**src/common/drm_pkg.sv**
```systemverilog
// shared constants, register map and carrier types of the dram address mapper
package drm_pkg;

  // ----------------------------------------------------------------
  // sizes
  // ----------------------------------------------------------------
  localparam int NUM_BANKS = 5;
  localparam int MA_W      = 12;
  localparam int AW        = 32;
  localparam int DW        = 32;
  localparam int PAW       = 12;

  // ----------------------------------------------------------------
  // register indexes (byte address is four times the index)
  // ----------------------------------------------------------------
  localparam logic [7:0] IDX_CFG_LO  = 8'hA8;
  localparam logic [7:0] IDX_CFG_MID = 8'hA9;
  localparam logic [7:0] IDX_CFG_HI  = 8'hAA;
  localparam logic [7:0] IDX_ASYM    = 8'hD3;
  localparam logic [7:0] IDX_STATUS  = 8'hE0;
  localparam logic [7:0] RST_CFG     = 8'h00;
  localparam logic [7:0] RST_ASYM    = 8'h00;

  // ----------------------------------------------------------------
  // capacity codes and address fields
  // ----------------------------------------------------------------
  localparam logic [2:0] SZ_NONE = 3'h0;
  localparam logic [2:0] SZ_1MB  = 3'h1;
  localparam logic [2:0] SZ_2MB  = 3'h2;
  localparam logic [2:0] SZ_4MB  = 3'h3;
  localparam logic [2:0] SZ_8MB  = 3'h4;
  localparam logic [2:0] SZ_16MB = 3'h5;
  localparam logic [2:0] SZ_32MB = 3'h6;
  localparam int CA_COL_LO = 2;
  localparam int CA_ROW_LO = 11;
  localparam int CA_MB_LO  = 20;
  localparam int MA_LOW_W  = 9;
  localparam int ST_BUSY   = 8;

  // ----------------------------------------------------------------
  // sequencing counts in pclk cycles
  // ----------------------------------------------------------------
  localparam logic [7:0] TRP_CYC = 8'h02;
  localparam logic [7:0] CAS_CYC = 8'h02;

  typedef struct packed {
    logic       asym;
    logic [2:0] size;
  } drm_bank_cfg_t;

  typedef struct packed {
    logic [AW-1:0] cpu_cycle_addr;
  } drm_req_t;

  typedef struct packed {
    logic       hit;
    logic       err;
    logic [2:0] bank;
  } drm_resp_t;

  typedef enum logic [2:0] {S_IDLE, S_PRE, S_ROW, S_RAS, S_COL, S_CAS} drm_state_t;

  // capacity of a bank in 1MB units, zero when not installed
  function automatic logic [11:0] size_mb(input logic [2:0] code);
    return (code == SZ_NONE) ? 12'h000 : (12'h001 << (code - 3'h1));
  endfunction

endpackage

```
**src/hw/drm_mapper.sv**
```systemverilog
// page-mode dram bank decode, row/column sequencing and apb config registers
//
// Added by the designer: the APB interface to the registers.
module drm_mapper (
  input  wire logic                      pclk,
  input  wire logic                      presetn,
  input  wire logic [drm_pkg::PAW-1:0]   paddr,
  input  wire logic                      psel,
  input  wire logic                      penable,
  input  wire logic                      pwrite,
  input  wire logic [drm_pkg::DW-1:0]    pwdata,
  output logic [drm_pkg::DW-1:0]         prdata,
  output logic                           pready,
  output logic                           pslverr,
  input  wire logic                      req_valid,
  output logic                           req_ready,
  input  wire drm_pkg::drm_req_t         req,
  output logic                           resp_valid,
  output drm_pkg::drm_resp_t             resp,
  output logic [drm_pkg::MA_W-1:0]       mux_mem_addr,
  output logic [drm_pkg::NUM_BANKS-1:0]  bank_row_strobes_n,
  output logic                           col_strobe_n
);
  localparam int NB = drm_pkg::NUM_BANKS;

  // ----------------------------------------------------------------
  // register state
  // ----------------------------------------------------------------
  logic [7:0]              cfg_lo_q, cfg_lo_d, cfg_mid_q, cfg_mid_d;
  logic [3:0]              cfg_hi_q, cfg_hi_d;
  logic [NB-1:0]           asym_q, asym_d;
  logic [drm_pkg::DW-1:0]  prdata_q, prdata_d;
  logic                    perr_q, perr_d;
  drm_pkg::drm_bank_cfg_t [NB-1:0] cfg_vec;

  // ----------------------------------------------------------------
  // sequencer state
  // ----------------------------------------------------------------
  drm_pkg::drm_state_t     st_q, st_d;
  logic [7:0]              cnt_q, cnt_d;
  logic [2:0]              bank_q, bank_d;
  logic [drm_pkg::MA_W-1:0] rowa_q, rowa_d, cola_q, cola_d;
  logic [NB-1:0]           open_q, open_d;
  logic [drm_pkg::MA_W-1:0] row_q [NB];
  logic [drm_pkg::MA_W-1:0] row_d [NB];
  logic [drm_pkg::MA_W-1:0] ma_q, ma_d;
  logic [NB-1:0]           ras_n_q, ras_n_d;
  logic                    cas_n_q, cas_n_d;
  logic                    resp_v_q, resp_v_d;
  drm_pkg::drm_resp_t      resp_q, resp_d;

  logic                    buf_valid, buf_ready;
  drm_pkg::drm_req_t       head;
  logic [3:0]              found;
  logic [2:0]              sel_bank;
  logic                    bank_ok, page_hit, pop;
  logic [drm_pkg::MA_W-1:0] map_row, map_col;

  // packed nibbles line up with {type, capacity} per bank
  assign cfg_vec = {cfg_hi_q, cfg_mid_q, cfg_lo_q};

  // first installed bank whose cumulative window holds the address
  function automatic logic [3:0] find_bank(
    input logic [11:0] mb,
    input drm_pkg::drm_bank_cfg_t [NB-1:0] c
  );
    logic [11:0] base;
    logic [11:0] top;
    logic [3:0]  r;
    base = '0;
    r    = '0;
    for (int i = 0; i < NB; i++) begin
      top = base + drm_pkg::size_mb(c[i].size);
      if (!r[3] && c[i].size != drm_pkg::SZ_NONE && mb >= base && mb < top) begin
        r = {1'b1, 3'(i)};
      end
      base = top;
    end
    return r;
  endfunction

  // ----------------------------------------------------------------
  // request buffer: a stalled sequencer backs up into req_ready
  // ----------------------------------------------------------------
  drm_fifo #(
    .W     ($bits(drm_pkg::drm_req_t)),
    .DEPTH (2)
  ) u_buf (
    .clk       (pclk),
    .rst_n     (presetn),
    .in_valid  (req_valid),
    .in_ready  (req_ready),
    .in_data   (req),
    .out_valid (buf_valid),
    .out_ready (buf_ready),
    .out_data  (head)
  );

  // decode of the buffer head
  assign found    = find_bank(head.cpu_cycle_addr[drm_pkg::CA_MB_LO +: 12], cfg_vec);
  assign bank_ok  = found[3];
  assign sel_bank = found[2:0];
  assign buf_ready = (st_q == drm_pkg::S_IDLE);
  assign pop      = buf_valid & buf_ready;
  assign page_hit = bank_ok & open_q[sel_bank] & (row_q[sel_bank] == map_row);

  drm_addr_map u_map (
    .cpu_cycle_addr (head.cpu_cycle_addr),
    .cfg            (cfg_vec[sel_bank]),
    .asym_sel       (asym_q[sel_bank]),
    .row_addr       (map_row),
    .col_addr       (map_col)
  );

  // ----------------------------------------------------------------
  // sequencer next state: precharge on a miss to an open bank, row, ras, column, cas
  // ----------------------------------------------------------------
  always_comb begin
    st_d     = st_q;
    cnt_d    = cnt_q;
    bank_d   = bank_q;
    rowa_d   = rowa_q;
    cola_d   = cola_q;
    open_d   = open_q;
    row_d    = row_q;
    ma_d     = ma_q;
    ras_n_d  = ras_n_q;
    cas_n_d  = 1'b1;
    resp_v_d = 1'b0;
    resp_d   = resp_q;
    case (st_q)
      drm_pkg::S_IDLE: begin
        if (buf_valid) begin
          bank_d      = sel_bank;
          rowa_d      = map_row;
          cola_d      = map_col;
          resp_d.bank = sel_bank;
          resp_d.hit  = page_hit;
          resp_d.err  = ~bank_ok;
          if (!bank_ok) begin
            resp_v_d = 1'b1;
          end else if (page_hit) begin
            st_d = drm_pkg::S_COL;
            ma_d = map_col;
          end else if (open_q[sel_bank]) begin
            st_d              = drm_pkg::S_PRE;
            ras_n_d[sel_bank] = 1'b1;
            open_d[sel_bank]  = 1'b0;
            cnt_d             = drm_pkg::TRP_CYC - 8'h01;
          end else begin
            st_d = drm_pkg::S_ROW;
            ma_d = map_row;
          end
        end
      end
      drm_pkg::S_PRE: begin
        if (cnt_q == 8'h00) begin
          st_d = drm_pkg::S_ROW;
          ma_d = rowa_q;
        end else begin
          cnt_d = cnt_q - 8'h01;
        end
      end
      drm_pkg::S_ROW: begin
        st_d            = drm_pkg::S_RAS;
        ras_n_d[bank_q] = 1'b0;
        open_d[bank_q]  = 1'b1;
        row_d[bank_q]   = rowa_q;
      end
      drm_pkg::S_RAS: begin
        st_d = drm_pkg::S_COL;
        ma_d = cola_q;
      end
      drm_pkg::S_COL: begin
        st_d    = drm_pkg::S_CAS;
        cas_n_d = 1'b0;
        cnt_d   = drm_pkg::CAS_CYC - 8'h01;
      end
      drm_pkg::S_CAS: begin
        if (cnt_q == 8'h00) begin
          st_d     = drm_pkg::S_IDLE;
          resp_v_d = 1'b1;
        end else begin
          cnt_d   = cnt_q - 8'h01;
          cas_n_d = 1'b0;
        end
      end
      default: st_d = drm_pkg::S_IDLE;
    endcase
  end

  // other banks keep their strobes, so pages stay open side by side
  always_ff @(posedge pclk or negedge presetn) begin
    if (!presetn) begin
      st_q     <= drm_pkg::S_IDLE;
      cnt_q    <= '0;
      bank_q   <= '0;
      rowa_q   <= '0;
      cola_q   <= '0;
      open_q   <= '0;
      for (int i = 0; i < NB; i++) begin
        row_q[i] <= '0;
      end
      ma_q     <= '0;
      ras_n_q  <= '1;
      cas_n_q  <= 1'b1;
      resp_v_q <= 1'b0;
      resp_q   <= '0;
    end else begin
      st_q     <= st_d;
      cnt_q    <= cnt_d;
      bank_q   <= bank_d;
      rowa_q   <= rowa_d;
      cola_q   <= cola_d;
      open_q   <= open_d;
      row_q    <= row_d;
      ma_q     <= ma_d;
      ras_n_q  <= ras_n_d;
      cas_n_q  <= cas_n_d;
      resp_v_q <= resp_v_d;
      resp_q   <= resp_d;
    end
  end

  assign mux_mem_addr       = ma_q;
  assign bank_row_strobes_n = ras_n_q;
  assign col_strobe_n       = cas_n_q;
  assign resp_valid         = resp_v_q;
  assign resp               = resp_q;

  // ----------------------------------------------------------------
  // apb slave: data latched at setup, so access phase never waits
  // ----------------------------------------------------------------
  always_comb begin
    cfg_lo_d  = cfg_lo_q;
    cfg_mid_d = cfg_mid_q;
    cfg_hi_d  = cfg_hi_q;
    asym_d    = asym_q;
    prdata_d  = prdata_q;
    perr_d    = perr_q;
    if (psel && !penable) begin
      prdata_d = '0;
      perr_d   = (paddr[1:0] != 2'h0) || (paddr[11:10] != 2'h0);
      case (paddr[9:2])
        drm_pkg::IDX_CFG_LO:  prdata_d[7:0] = cfg_lo_q;
        drm_pkg::IDX_CFG_MID: prdata_d[7:0] = cfg_mid_q;
        drm_pkg::IDX_CFG_HI:  prdata_d[3:0] = cfg_hi_q;
        drm_pkg::IDX_ASYM:    prdata_d[NB-1:0] = asym_q;
        drm_pkg::IDX_STATUS: begin
          prdata_d[NB-1:0]          = open_q;
          prdata_d[drm_pkg::ST_BUSY] = (st_q != drm_pkg::S_IDLE) | buf_valid;
        end
        default: perr_d = 1'b1;
      endcase
    end
    if (psel && penable && pwrite && !perr_q) begin
      case (paddr[9:2])
        drm_pkg::IDX_CFG_LO:  cfg_lo_d  = pwdata[7:0];
        drm_pkg::IDX_CFG_MID: cfg_mid_d = pwdata[7:0];
        drm_pkg::IDX_CFG_HI:  cfg_hi_d  = pwdata[3:0];
        drm_pkg::IDX_ASYM:    asym_d    = pwdata[NB-1:0];
        default: cfg_hi_d = cfg_hi_q;
      endcase
    end
  end

  always_ff @(posedge pclk or negedge presetn) begin
    if (!presetn) begin
      cfg_lo_q  <= drm_pkg::RST_CFG;
      cfg_mid_q <= drm_pkg::RST_CFG;
      cfg_hi_q  <= drm_pkg::RST_CFG[3:0];
      asym_q    <= drm_pkg::RST_ASYM[NB-1:0];
      prdata_q  <= '0;
      perr_q    <= 1'b0;
    end else begin
      cfg_lo_q  <= cfg_lo_d;
      cfg_mid_q <= cfg_mid_d;
      cfg_hi_q  <= cfg_hi_d;
      asym_q    <= asym_d;
      prdata_q  <= prdata_d;
      perr_q    <= perr_d;
    end
  end

  assign pready  = psel & penable;
  assign prdata  = prdata_q;
  assign pslverr = psel & penable & perr_q;
endmodule

```
**src/hw/drm_fifo.sv**
```systemverilog
// small flip-flop fifo with valid/ready on both sides
module drm_fifo #(
  parameter int W     = 32,
  parameter int DEPTH = 2
) (
  input  wire logic         clk,
  input  wire logic         rst_n,
  input  wire logic         in_valid,
  output logic              in_ready,
  input  wire logic [W-1:0] in_data,
  output logic              out_valid,
  input  wire logic         out_ready,
  output logic [W-1:0]      out_data
);
  localparam int PW = (DEPTH > 1) ? $clog2(DEPTH) : 1;
  localparam int CW = $clog2(DEPTH + 1);

  logic [W-1:0]  mem_q [DEPTH];
  logic [W-1:0]  mem_d [DEPTH];
  logic [PW-1:0] wr_q, wr_d, rd_q, rd_d;
  logic [CW-1:0] cnt_q, cnt_d;
  logic          push, pop;

  function automatic logic [PW-1:0] nxt(input logic [PW-1:0] p);
    return (p == PW'(DEPTH - 1)) ? '0 : p + PW'(1);
  endfunction

  // honest full/empty straight from the occupancy count
  assign in_ready  = (cnt_q != CW'(DEPTH));
  assign out_valid = (cnt_q != '0);
  assign out_data  = mem_q[rd_q];
  assign push      = in_valid & in_ready;
  assign pop       = out_valid & out_ready;

  // next pointers, count and storage
  always_comb begin
    mem_d = mem_q;
    wr_d  = push ? nxt(wr_q) : wr_q;
    rd_d  = pop ? nxt(rd_q) : rd_q;
    cnt_d = cnt_q + CW'(push) - CW'(pop);
    if (push) begin
      mem_d[wr_q] = in_data;
    end
  end

  always_ff @(posedge clk or negedge rst_n) begin
    if (!rst_n) begin
      for (int i = 0; i < DEPTH; i++) begin
        mem_q[i] <= '0;
      end
      wr_q  <= '0;
      rd_q  <= '0;
      cnt_q <= '0;
    end else begin
      mem_q <= mem_d;
      wr_q  <= wr_d;
      rd_q  <= rd_d;
      cnt_q <= cnt_d;
    end
  end
endmodule

```
**src/hw/drm_addr_map.sv**
```systemverilog
// row and column address multiplexing for one bank setting
module drm_addr_map (
  input  wire logic [drm_pkg::AW-1:0]     cpu_cycle_addr,
  input  wire drm_pkg::drm_bank_cfg_t     cfg,
  input  wire logic                       asym_sel,
  output logic [drm_pkg::MA_W-1:0]        row_addr,
  output logic [drm_pkg::MA_W-1:0]        col_addr
);
  logic [31:0] a;
  logic        asym_eff;
  logic [2:0]  hi;

  assign a = cpu_cycle_addr;
  // 32MB and 64MB banks ignore both symmetry and variant bits
  assign asym_eff = cfg.asym & (cfg.size < drm_pkg::SZ_32MB);

  // column is the same for every mode; all twelve lines always driven
  assign col_addr = {a[25], a[23], a[21], a[drm_pkg::CA_COL_LO +: drm_pkg::MA_LOW_W]};

  // upper row lines 11..9 per capacity and variant
  always_comb begin
    hi = {a[24], a[22], a[20]};
    if (asym_eff) begin
      case (cfg.size)
        drm_pkg::SZ_1MB:  hi = asym_sel ? {a[24], a[9], a[10]} : {a[24], a[22], a[10]};
        drm_pkg::SZ_2MB:  hi = asym_sel ? {a[9], a[10], a[20]} : {a[24], a[10], a[20]};
        drm_pkg::SZ_4MB:  hi = asym_sel ? {a[10], a[21], a[20]} : {a[24], a[21], a[20]};
        drm_pkg::SZ_8MB:  hi = {a[21], a[22], a[20]};
        drm_pkg::SZ_16MB: hi = {a[23], a[22], a[20]};
        default:          hi = {a[24], a[22], a[20]};
      endcase
    end
  end

  assign row_addr = {hi, a[drm_pkg::CA_ROW_LO +: drm_pkg::MA_LOW_W]};
endmodule

```
**config.mk**
```make
export PLATFORM = sky130hd
export DESIGN_NAME = drm_mapper
export DESIGN_NICKNAME = d
export VERILOG_FILES = /design/src/common/drm_pkg.sv /design/src/hw/drm_mapper.sv /design/src/hw/drm_fifo.sv /design/src/hw/drm_addr_map.sv
export SDC_FILE = /design/constraint.sdc
export NUM_CORES = 1
export LEC_CHECK = 0
export ABC_CLOCK_PERIOD_IN_PS = 12510
export BUFFER_PORTS_ARGS = -buffer_cell sky130_fd_sc_hd__buf_2
export CAP_MARGIN = 20
export CORE_MARGIN = 4
export CORE_UTILIZATION = 53
export CTS_CLUSTER_SIZE = 28
export DETAILED_ROUTE_END_ITERATION = 6
export PLACE_DENSITY = 0.72
export SYNTH_ARGS = -nofsm -noshare
export SYNTH_HDL_FRONTEND = slang
export SYNTH_HIERARCHICAL = 1
export SYNTH_SLANG_ARGS = --single-unit
```
**constraint.sdc**
```tcl
create_clock -name pclk -period 12.51 [get_ports pclk]
set_clock_uncertainty 0.1 [all_clocks]
set_input_delay 2.502 -clock pclk [delete_from_list [all_inputs] [get_ports pclk]]
set_output_delay 2.502 -clock pclk [all_outputs]
set_load 0.05 [all_outputs]
```
==> After elaboration in Yosys (flattened, before gate mapping) <==
Index checks and enable logic that the tools add are counted.
{ "totals": {"out_inout_bits": 59, "inputBits": 82, "register_bits": 227, "elab_cells": 249} }
{ "classes": {"bitwise_logic": 19, "magnitude_cmp": 21, "n_reduce_logical": 59, "n_eq_ne": 25, "mux": 78, "n_addsub": 14, "n_shift": 5} }
{ "ops": {"columns": ["operator", "count"], "rows": [
  ["2-to-1 mux 12 bit", 13],
  ["2-to-1 mux 32 bit", 4],
  ["bitwise mux 64 bit", 1],
  ["bitwise mux 60 bit", 1],
  ["< comparator 12 bit", 5],
  ["left shift 1 x 3 -> 12 bit, first input constant", 5],
  ["adder 12 bit", 4],
  [">= comparator 12 bit", 4],
  ["equality test 8 bit, second input constant", 5],
  ["2-to-1 mux 5 bit", 8],
  ["2-to-1 mux 8 bit", 5],
  ["binary-select mux 12 bit (select 3 bit)", 1],
  ["demux 12 bit (select 3 bit)", 1],
  ["one-hot mux 12 bit (3 select lines)", 1],
  ["demux 32 bit (select 1 bit)", 1],
  ["2-to-1 mux 3 bit", 8],
  ["2-to-1 mux 4 bit", 6],
  ["one-hot mux 8 bit (3 select lines)", 1],
  ["nonzero test 3 bit", 8],
  ["logical AND 1 bit", 22],
  ["one-hot mux 4 bit (5 select lines)", 1],
  ["one-hot mux 5 bit (2 select lines)", 2],
  ["zero test 3 bit", 6],
  ["one-hot mux 3 bit (6 select lines)", 1],
  ["other kinds (46)", 107]
]} }

==> Longest topological paths before layout <==
Gate-level depths: netlist of the first run.
{ "depth": {"word_depth": 39, "mapped_depth": 54, "ltp_nobuf": 48} }

==> By module <==
Netlist of the first run, hierarchy kept.
{ "by_module_without_submodules": {"columns": ["module", "seq_area_each_um2", "instances", "cells_per_inst", "area_each_um2"], "rows": [
  ["drm_mapper", 3986.3, 1, 1311, 12195.4],
  ["drm_fifo", 1701.6, 1, 189, 3283.1],
  ["drm_addr_map", 0.0, 1, 47, 377.9]
]} }

==> Least setup slack after synthesis of the first run <==
Ideal clock, no wire load.
{ "synth_path": {"path_type": "reg-to-reg", "start": "reg cfg_lo_q[2]", "end": "reg ma_q, in the netlist mux_mem_addr[10]", "path_buffers": 5, "setup_time_ns": 0.125, "arrival_ns": 10.368, "stages_incl_launch_ff": 51, "synth_period_minus_slack_ns": 10.593, "required_time_ns": 12.285, "setup_slack_ns": 1.917, "path_cell_list": "dfrtp_1 clkbuf_1 or3b_2 inv_1 ha_1 a21o_1 a21o_1 or2_2 xnor2_1 inv_1 ha_1 a21o_1 nor2b_1 o21ai_0 a21o_1 nand2_1 inv_1 ha_1 [... 15 more ...] clkbuf_1 nor2_1 a31oi_1 ha_1 o221ai_1 o2bb2ai_1 clkbuf_1 xor2_1 nor4_1 nand3_1 nor4_1 a31oi_1 or4_4 a31oi_4 o211a_1 o21ai_2 buf_6 mux2_4"} }
{ "synth_via": {"elab_chain_cells": 37, "word_cells_on_any_way": 74, "classes_between": "add/sub: 5; order compare: 10; eq/ne: 8; shift: 1; mux: 25; bitwise: 4; reduce/logical: 21"} }
{ "synth_rtl": {"columns": ["element", "line_no", "source"], "rows": [
  ["from (decl)", "drm_mapper.sv:29", "logic [7:0] cfg_lo_q, cfg_lo_d, cfg_mid_q, cfg_mid_d;"],
  ["from (signal assigned)", "drm_mapper.sv:269", "cfg_lo_q <= drm_pkg::RST_CFG;"],
  ["from (signal assigned)", "drm_mapper.sv:276", "cfg_lo_q <= cfg_lo_d;"],
  ["branches (longest 30 deep; another with adder 12 bit)", null, null],
  ["2-to-1 mux 3 bit *", "drm_addr_map.sv:23", "if (asym_eff) begin"],
  ["net map_row, one bit", "drm_mapper.sv:57", "logic [drm_pkg::MA_W-1:0] map_row, map_col;"],
  ["equality test 12 bit", "drm_mapper.sv:105", "assign page_hit = bank_ok & open_q[sel_bank] & (row_q[sel_bank] == map_row);"],
  ["AND 1 bit", "drm_mapper.sv:105", null],
  ["2-to-1 mux 12 bit", "drm_mapper.sv:142", "end else if (page_hit) begin"],
  ["2-to-1 mux 12 bit", "drm_mapper.sv:140", "if (!bank_ok) begin"],
  ["2-to-1 mux 12 bit", "drm_mapper.sv:133", "if (buf_valid) begin"],
  ["one-hot mux 12 bit (3 select lines)", "drm_mapper.sv:131", "case (st_q)"],
  ["to (signal assigned)", "drm_mapper.sv:217", "ma_q <= ma_d;"],
  ["to (decl)", "drm_mapper.sv:46", "logic [drm_pkg::MA_W-1:0] ma_q, ma_d;"]
]} }
Mark *: on every way through the listed nets, which the timed path passes. The select of a mux whose other input is x is not followed.
A chain may end at the register's enable or synchronous reset.

==> Worst setup path in the final report of the first run <==
Same ends and word-level chain as after synthesis.

==> flow_metrics.tcl, run 1 <==
set metrics [dict create \
    status "complete, no violations" \
    worst_slack_ns 0.780 \
    crit_type "reg2reg" \
    htreeDepth 1 \
    min_path_type "reg2reg" \
    cts_tree "yes" \
    area_growth_pct 8.36 \
    clock_sinks 223 \
    track_usage_pct 24.5 \
    crit_slowest_cell "dfrtp_1" \
    holdPathStages 2 \
    min_period_ns 11.73 \
    fmax_ghz 0.0853 \
    p_leak_nw 8.20 \
    dp_slack_ns 1.02 \
    tightest_slew_ns 1.04 \
    netlist_instances 1537 \
    initial_utilization_pct 54.2 \
    cap_violations 0 \
    antenna_left 0 \
    whs_endpoint "prdata[8]" \
    endpoint_kind "flop" \
    setup.worst_path.start_class "flop" \
    grt_pass1_vias 11977 \
    syn-mean-instance-area_um2 10.2 \
    power.density_mw_per_mm2 231 \
    n_antenna_cell 0 \
    final_util_pct 58.7 \
    worst_path_most_repeated_cell "ha_1" \
    die_h_um 180 \
    fin_tns_setup_ns 0 \
    grt_pass1_wl_um 65100 \
    instances_no_fill 1988 \
    final_common_cell "dfrtp_1" \
    gp_congestion 0.903 \
    cp_num_buf_inv 6 \
    finalWirelength_um 40900 \
    cts_resized 0 \
    core-area_mm2 0.0289 \
    fp.dieArea_mm2 0.0324 \
    die_x_um 180 \
    r2r-end "mux_mem_addr[10]" \
    drt_iter0_drc 861 \
    path_max_fanout 12 \
    cpLargestDelayFamily "compound AO/OA/AOI/OAI gates" \
    slowest_delay_ns 0.55 \
    finalMaxSlewViolations 0 \
    cts_inserted_buffers 25 \
    reg2reg_setup_slack_ns 0.78 \
    setup_violations 0 \
    fin_area_mm2 0.0170 \
    power_mw 3.92 \
    worstPathRequired_ns 12.83 \
    placed_cell_area_mm2 0.0161 \
    dr.pass1.iters 5 \
    mostFrequentLayoutCells "dfrtp_1 (217), nand2_1 (146), mux2_2 (144)" \
    final_nets 1747 \
    avgRoutedWirePerCell_um 20.6 \
    layout-drive-gt1-share_pct 26.5 \
    rr_startpoint "cfg_lo_q[2]" \
    worst-r2r-cell-count 46 \
    rows 62 \
    clockBufferDepth 3 \
    dpl.cell_count 1939 \
    peakVddDrop_v 0.000174 \
    pin_count 141 \
    overflow 0 \
    period_share_pct 93.8 \
    hold_start "prdata[8]" \
    vias 11958 \
    insertion_delay_ns 0.54 \
    hpwl_um 29100 \
    antenna_found_initial 2 \
    hold_buffers 0 \
    portBuffers 91 \
    drc 0 \
    arrival_ns 12.05 \
    clk_pin_slew_ns 0.06 \
    clock-root-buffer "clkbuf_16" \
    grt_max_degree 83 \
    worst_hold_slack_ns 0.371 \
    relSlewSlack_pct 30.2 \
    ys_warn_count 6 \
    synth_area_mm2 0.0157 \
    viasPerCell 6.02 \
    rsz0062_at_grt "false" \
    cts_setup_buffers 0 \
    hold_viol_final 0 \
]
==> how the worst max path moves through the flow <==
stage,slack [ns],endpoint,cells after the start,from
3_5_place_dp,1.02,mux_mem_addr[10],46,cfg_lo_q[2]
4_1_cts,0.98,mux_mem_addr[10],46,cfg_lo_q[2]
2_1_floorplan,1.92,mux_mem_addr[10],50,cfg_lo_q[2]
3_3_place_gp,1.19,mux_mem_addr[0],46,cfg_lo_q[1]
5_1_grt,0.09,mux_mem_addr[9],46,cfg_lo_q[2]
6_report,0.78,mux_mem_addr[10],46,cfg_lo_q[2]
==> metal layers <==
| metal | routed length (um) | track usage (%) |
|---|---|---|
| met1 | 17900 | 32.9 |
| met5 | 26 | 0 |
| met4 | 1400 | 8.17 |
| met3 | 2740 | 4.63 |
| met2 | 18900 | 40.0 |
==> state kept, by name (all words and copies together), names as in the netlist, 9 cells and up <==
register	flops
row_q	60
mux_mem_addr	12
u_buf/mem_q	60
rowa_q	12
prdata	9
cola_q	12
==> report_power, final <==
part | internal (mW) | switching (mW) | leakage, nW | total (mW)
sequential | 0.972 | 0.183 | 2.83 | 1.16
combinational | 0.860 | 1.17 | 4.97 | 2.03
clock | 0.423 | 0.307 | 0.397 | 0.730
==> final cells by class <==
cell class                 count  area (um^2)
clock buffer                  38          724
clock inverter                 8         86.3
fill                        2460        11900
inverter                      74          278
multi-input combinational   1142         9130
sequential                   223         5590
tap                          384          480
timing repair buffer         119          701
==> worst register-to-register path: cells and delay by family (launching register included) <==
kind                       cells  cell delay, ns
adders and majority gates      6            1.99
xor gates and xnor gates       4            1.02
and+or+nand+nor               14            3.34
buffers and inverters          6            0.82
AOI/OAI and AO/OA             15            3.48
muxes                          1            0.34
DFF                            1            0.55
No activity file was read; power rests on OpenSTA's default activity.
==> run 2: changes to the inputs <==
Settings changed: CORE_UTILIZATION 53 to 40, PLACE_DENSITY 0.72 to default.
==> run 2 against run 1 <==
Clock power increased by 14%. Sequential share of layout area decreased by 0.60 points. Die area increased by 31%. Setup slack got worse by 0.014 ns. Highest routed layer is now met4.
==> flow_metrics.tcl, run 2 (synthesis results as in run 1) <==
set metrics [dict create \
    endpoint "mux_mem_addr[6]" \
    layout-drive-gt1-share_pct 26.8 \
    n_antenna_cell 0 \
    rsz0062_at_grt "false" \
    crit_type "reg2reg" \
    drt_iter0_drc 814 \
    min_path_type "reg2reg" \
    area_growth_pct 10.4 \
    final_nets 1750 \
    die_x_um 206 \
    hold_viol_final 0 \
    clockBufferDepth 3 \
    reg_top3 "row_q: 60 flops, u_buf/mem_q: 60 flops" \
    min_period_ns 11.74 \
    status "complete, no violations" \
    vias 11927 \
    antenna_found_initial 0 \
    tightest_slew_ns 1.04 \
    seqPwrFrac_pct 28.8 \
    period_share_pct 93.9 \
    pin_count 141 \
    cts_resized 0 \
    hold_buffers 0 \
    final_common_cell "dfrtp_1" \
    sw_frac_of_total_pct 41.8 \
    setup.worst_path.start_class "flop" \
    cts_setup_buffers 0 \
    reg2reg_setup_slack_ns 0.77 \
    avgRoutedWirePerCell_um 20.0 \
    p_leak_nw 8.28 \
    grt_pass1_wl_um 66700 \
    worst-r2r-cell-count 46 \
    peakVddDrop_v 0.000160 \
    clkPwrFrac_pct 20.7 \
    num-fill-cells 3712 \
    relSlewSlack_pct 30.9 \
    drc 0 \
    rows 72 \
    endpoint_kind "flop" \
    fmax_ghz 0.0852 \
    rr_startpoint "cfg_lo_q[2]" \
    clock_sinks 223 \
    gp_congestion 0.847 \
    p_switching_mw 1.68 \
    worst_path_most_repeated_cell "ha_1" \
    slowest_delay_ns 0.63 \
    finalMaxSlewViolations 0 \
    cpLargestDelayFamily "simple AND/OR/NAND/NOR gates" \
    grt_max_degree 82 \
    cap_violations 0 \
    arrival_ns 12.09 \
    initial_utilization_pct 40.5 \
    mostFrequentLayoutCells "dfrtp_1 (217), nand2_1 (146), mux2_2 (144)" \
    hpwl_um 30200 \
    die_h_um 206 \
    power.density_mw_per_mm2 232 \
    insertion_delay_ns 0.56 \
    path_max_fanout 12 \
    viasPerCell 5.61 \
    track_usage_pct 19.8 \
    cp_num_buf_inv 5 \
    finalWirelength_um 42500 \
    crit_path_start "cfg_lo_q[2]" \
    cts_tree "yes" \
    worstPathRequired_ns 12.85 \
    crit_slowest_cell "or4_4" \
    htreeDepth 1 \
    portBuffers 91 \
    fp.dieArea_mm2 0.0424 \
    pwr-share-comb_pct 50.5 \
    placed_cell_area_mm2 0.0163 \
    setup_violations 0 \
    grt_pass1_vias 11861 \
    antenna_left 0 \
    p_int_mw 2.34 \
    core-area_mm2 0.0387 \
    clock-root-buffer "clkbuf_16" \
    fin_tns_setup_ns 0 \
    fin_area_mm2 0.0173 \
    clk_pin_slew_ns 0.06 \
    r2r-end "mux_mem_addr[6]" \
    path_depth 46 \
    cts_inserted_buffers 27 \
    dr.pass1.iters 5 \
    overflow 0 \
]
==> run 2: cell count changes in the layout (fill, tap and decap cells not counted) <==
cell,before,now
buf_12,0,1
buf_4,25,27
buf_8,2,1
bufinv_16,1,4
clkbuf_1,8,6
clkbuf_16,25,27
clkbuf_2,1,0
clkbuf_8,5,4
clkinv_2,4,5
clkinv_4,1,2
clkinvlp_4,1,0
inv_6,0,1
==> run 2: final cells by class <==
type | count | area [um^2] | share of cell area (%)
Clock buffer | 37 | 753 | 4.35
Clock inverter | 13 | 191 | 1.11
Inverter | 74 | 278 | 1.61
Multi-Input combinational cell | 1142 | 9130 | 52.8
Sequential cell | 223 | 5590 | 32.3
Tap cell | 518 | 648 | 3.75
Timing Repair Buffer | 120 | 716 | 4.14
==> run 2: worst min-delay path: stages (launching register included) <==
cell and delay, ns:
dfrtp_1 0.34, nand2_1 0.05, o31ai_1 0.05
==> run 2: power groups by stage <==
stage / Combinational [mW] / Sequential (mW) / Clock, mW
after floorplan: 1.54 / 1.18 / 0
after global placement: 1.98 / 1.15 / 0
after detailed placement: 2.01 / 1.16 / 0
after CTS: 2.03 / 1.15 / 0.851
after global routing: 2.20 / 1.19 / 0.878
final: 2.03 / 1.16 / 0.832
==> run 2: worst min path at each step <==
stage               from  cells past startpoint   endpoint
2_1_floorplan  cola_q[1]                      2  cola_q[1]
3_3_place_gp   cola_q[5]                      2  cola_q[5]
3_5_place_dp   prdata[6]                      2  prdata[6]
4_1_cts        prdata[6]                      2  prdata[6]
5_1_grt        cola_q[9]                      2  cola_q[9]
6_report       prdata[6]                      2  prdata[6]
==> run 2: per-layer routing <==
metal	global-route usage, %	wire length [um]	share of wire [%]
met4	5.58	1200	2.8
met2	33.0	19900	47
met5	0	0	0
met3	2.65	2230	5.2
met1	27.0	19200	45
==> run 2: stage by stage <==
step	hold slack [ns]	instances	worst slack, ns	power [mW]	util (%)
floorplan	0.345	1565	1.92	2.72	-
global placement	0.358	2074	1.10	3.13	42.1
detailed placement	0.366	2075	0.943	3.17	42.1
CTS	0.379	2125	0.855	4.03	44.5
global route	0.399	2127	0.00876	4.27	44.7
finish	0.371	2127	0.766	4.01	44.7
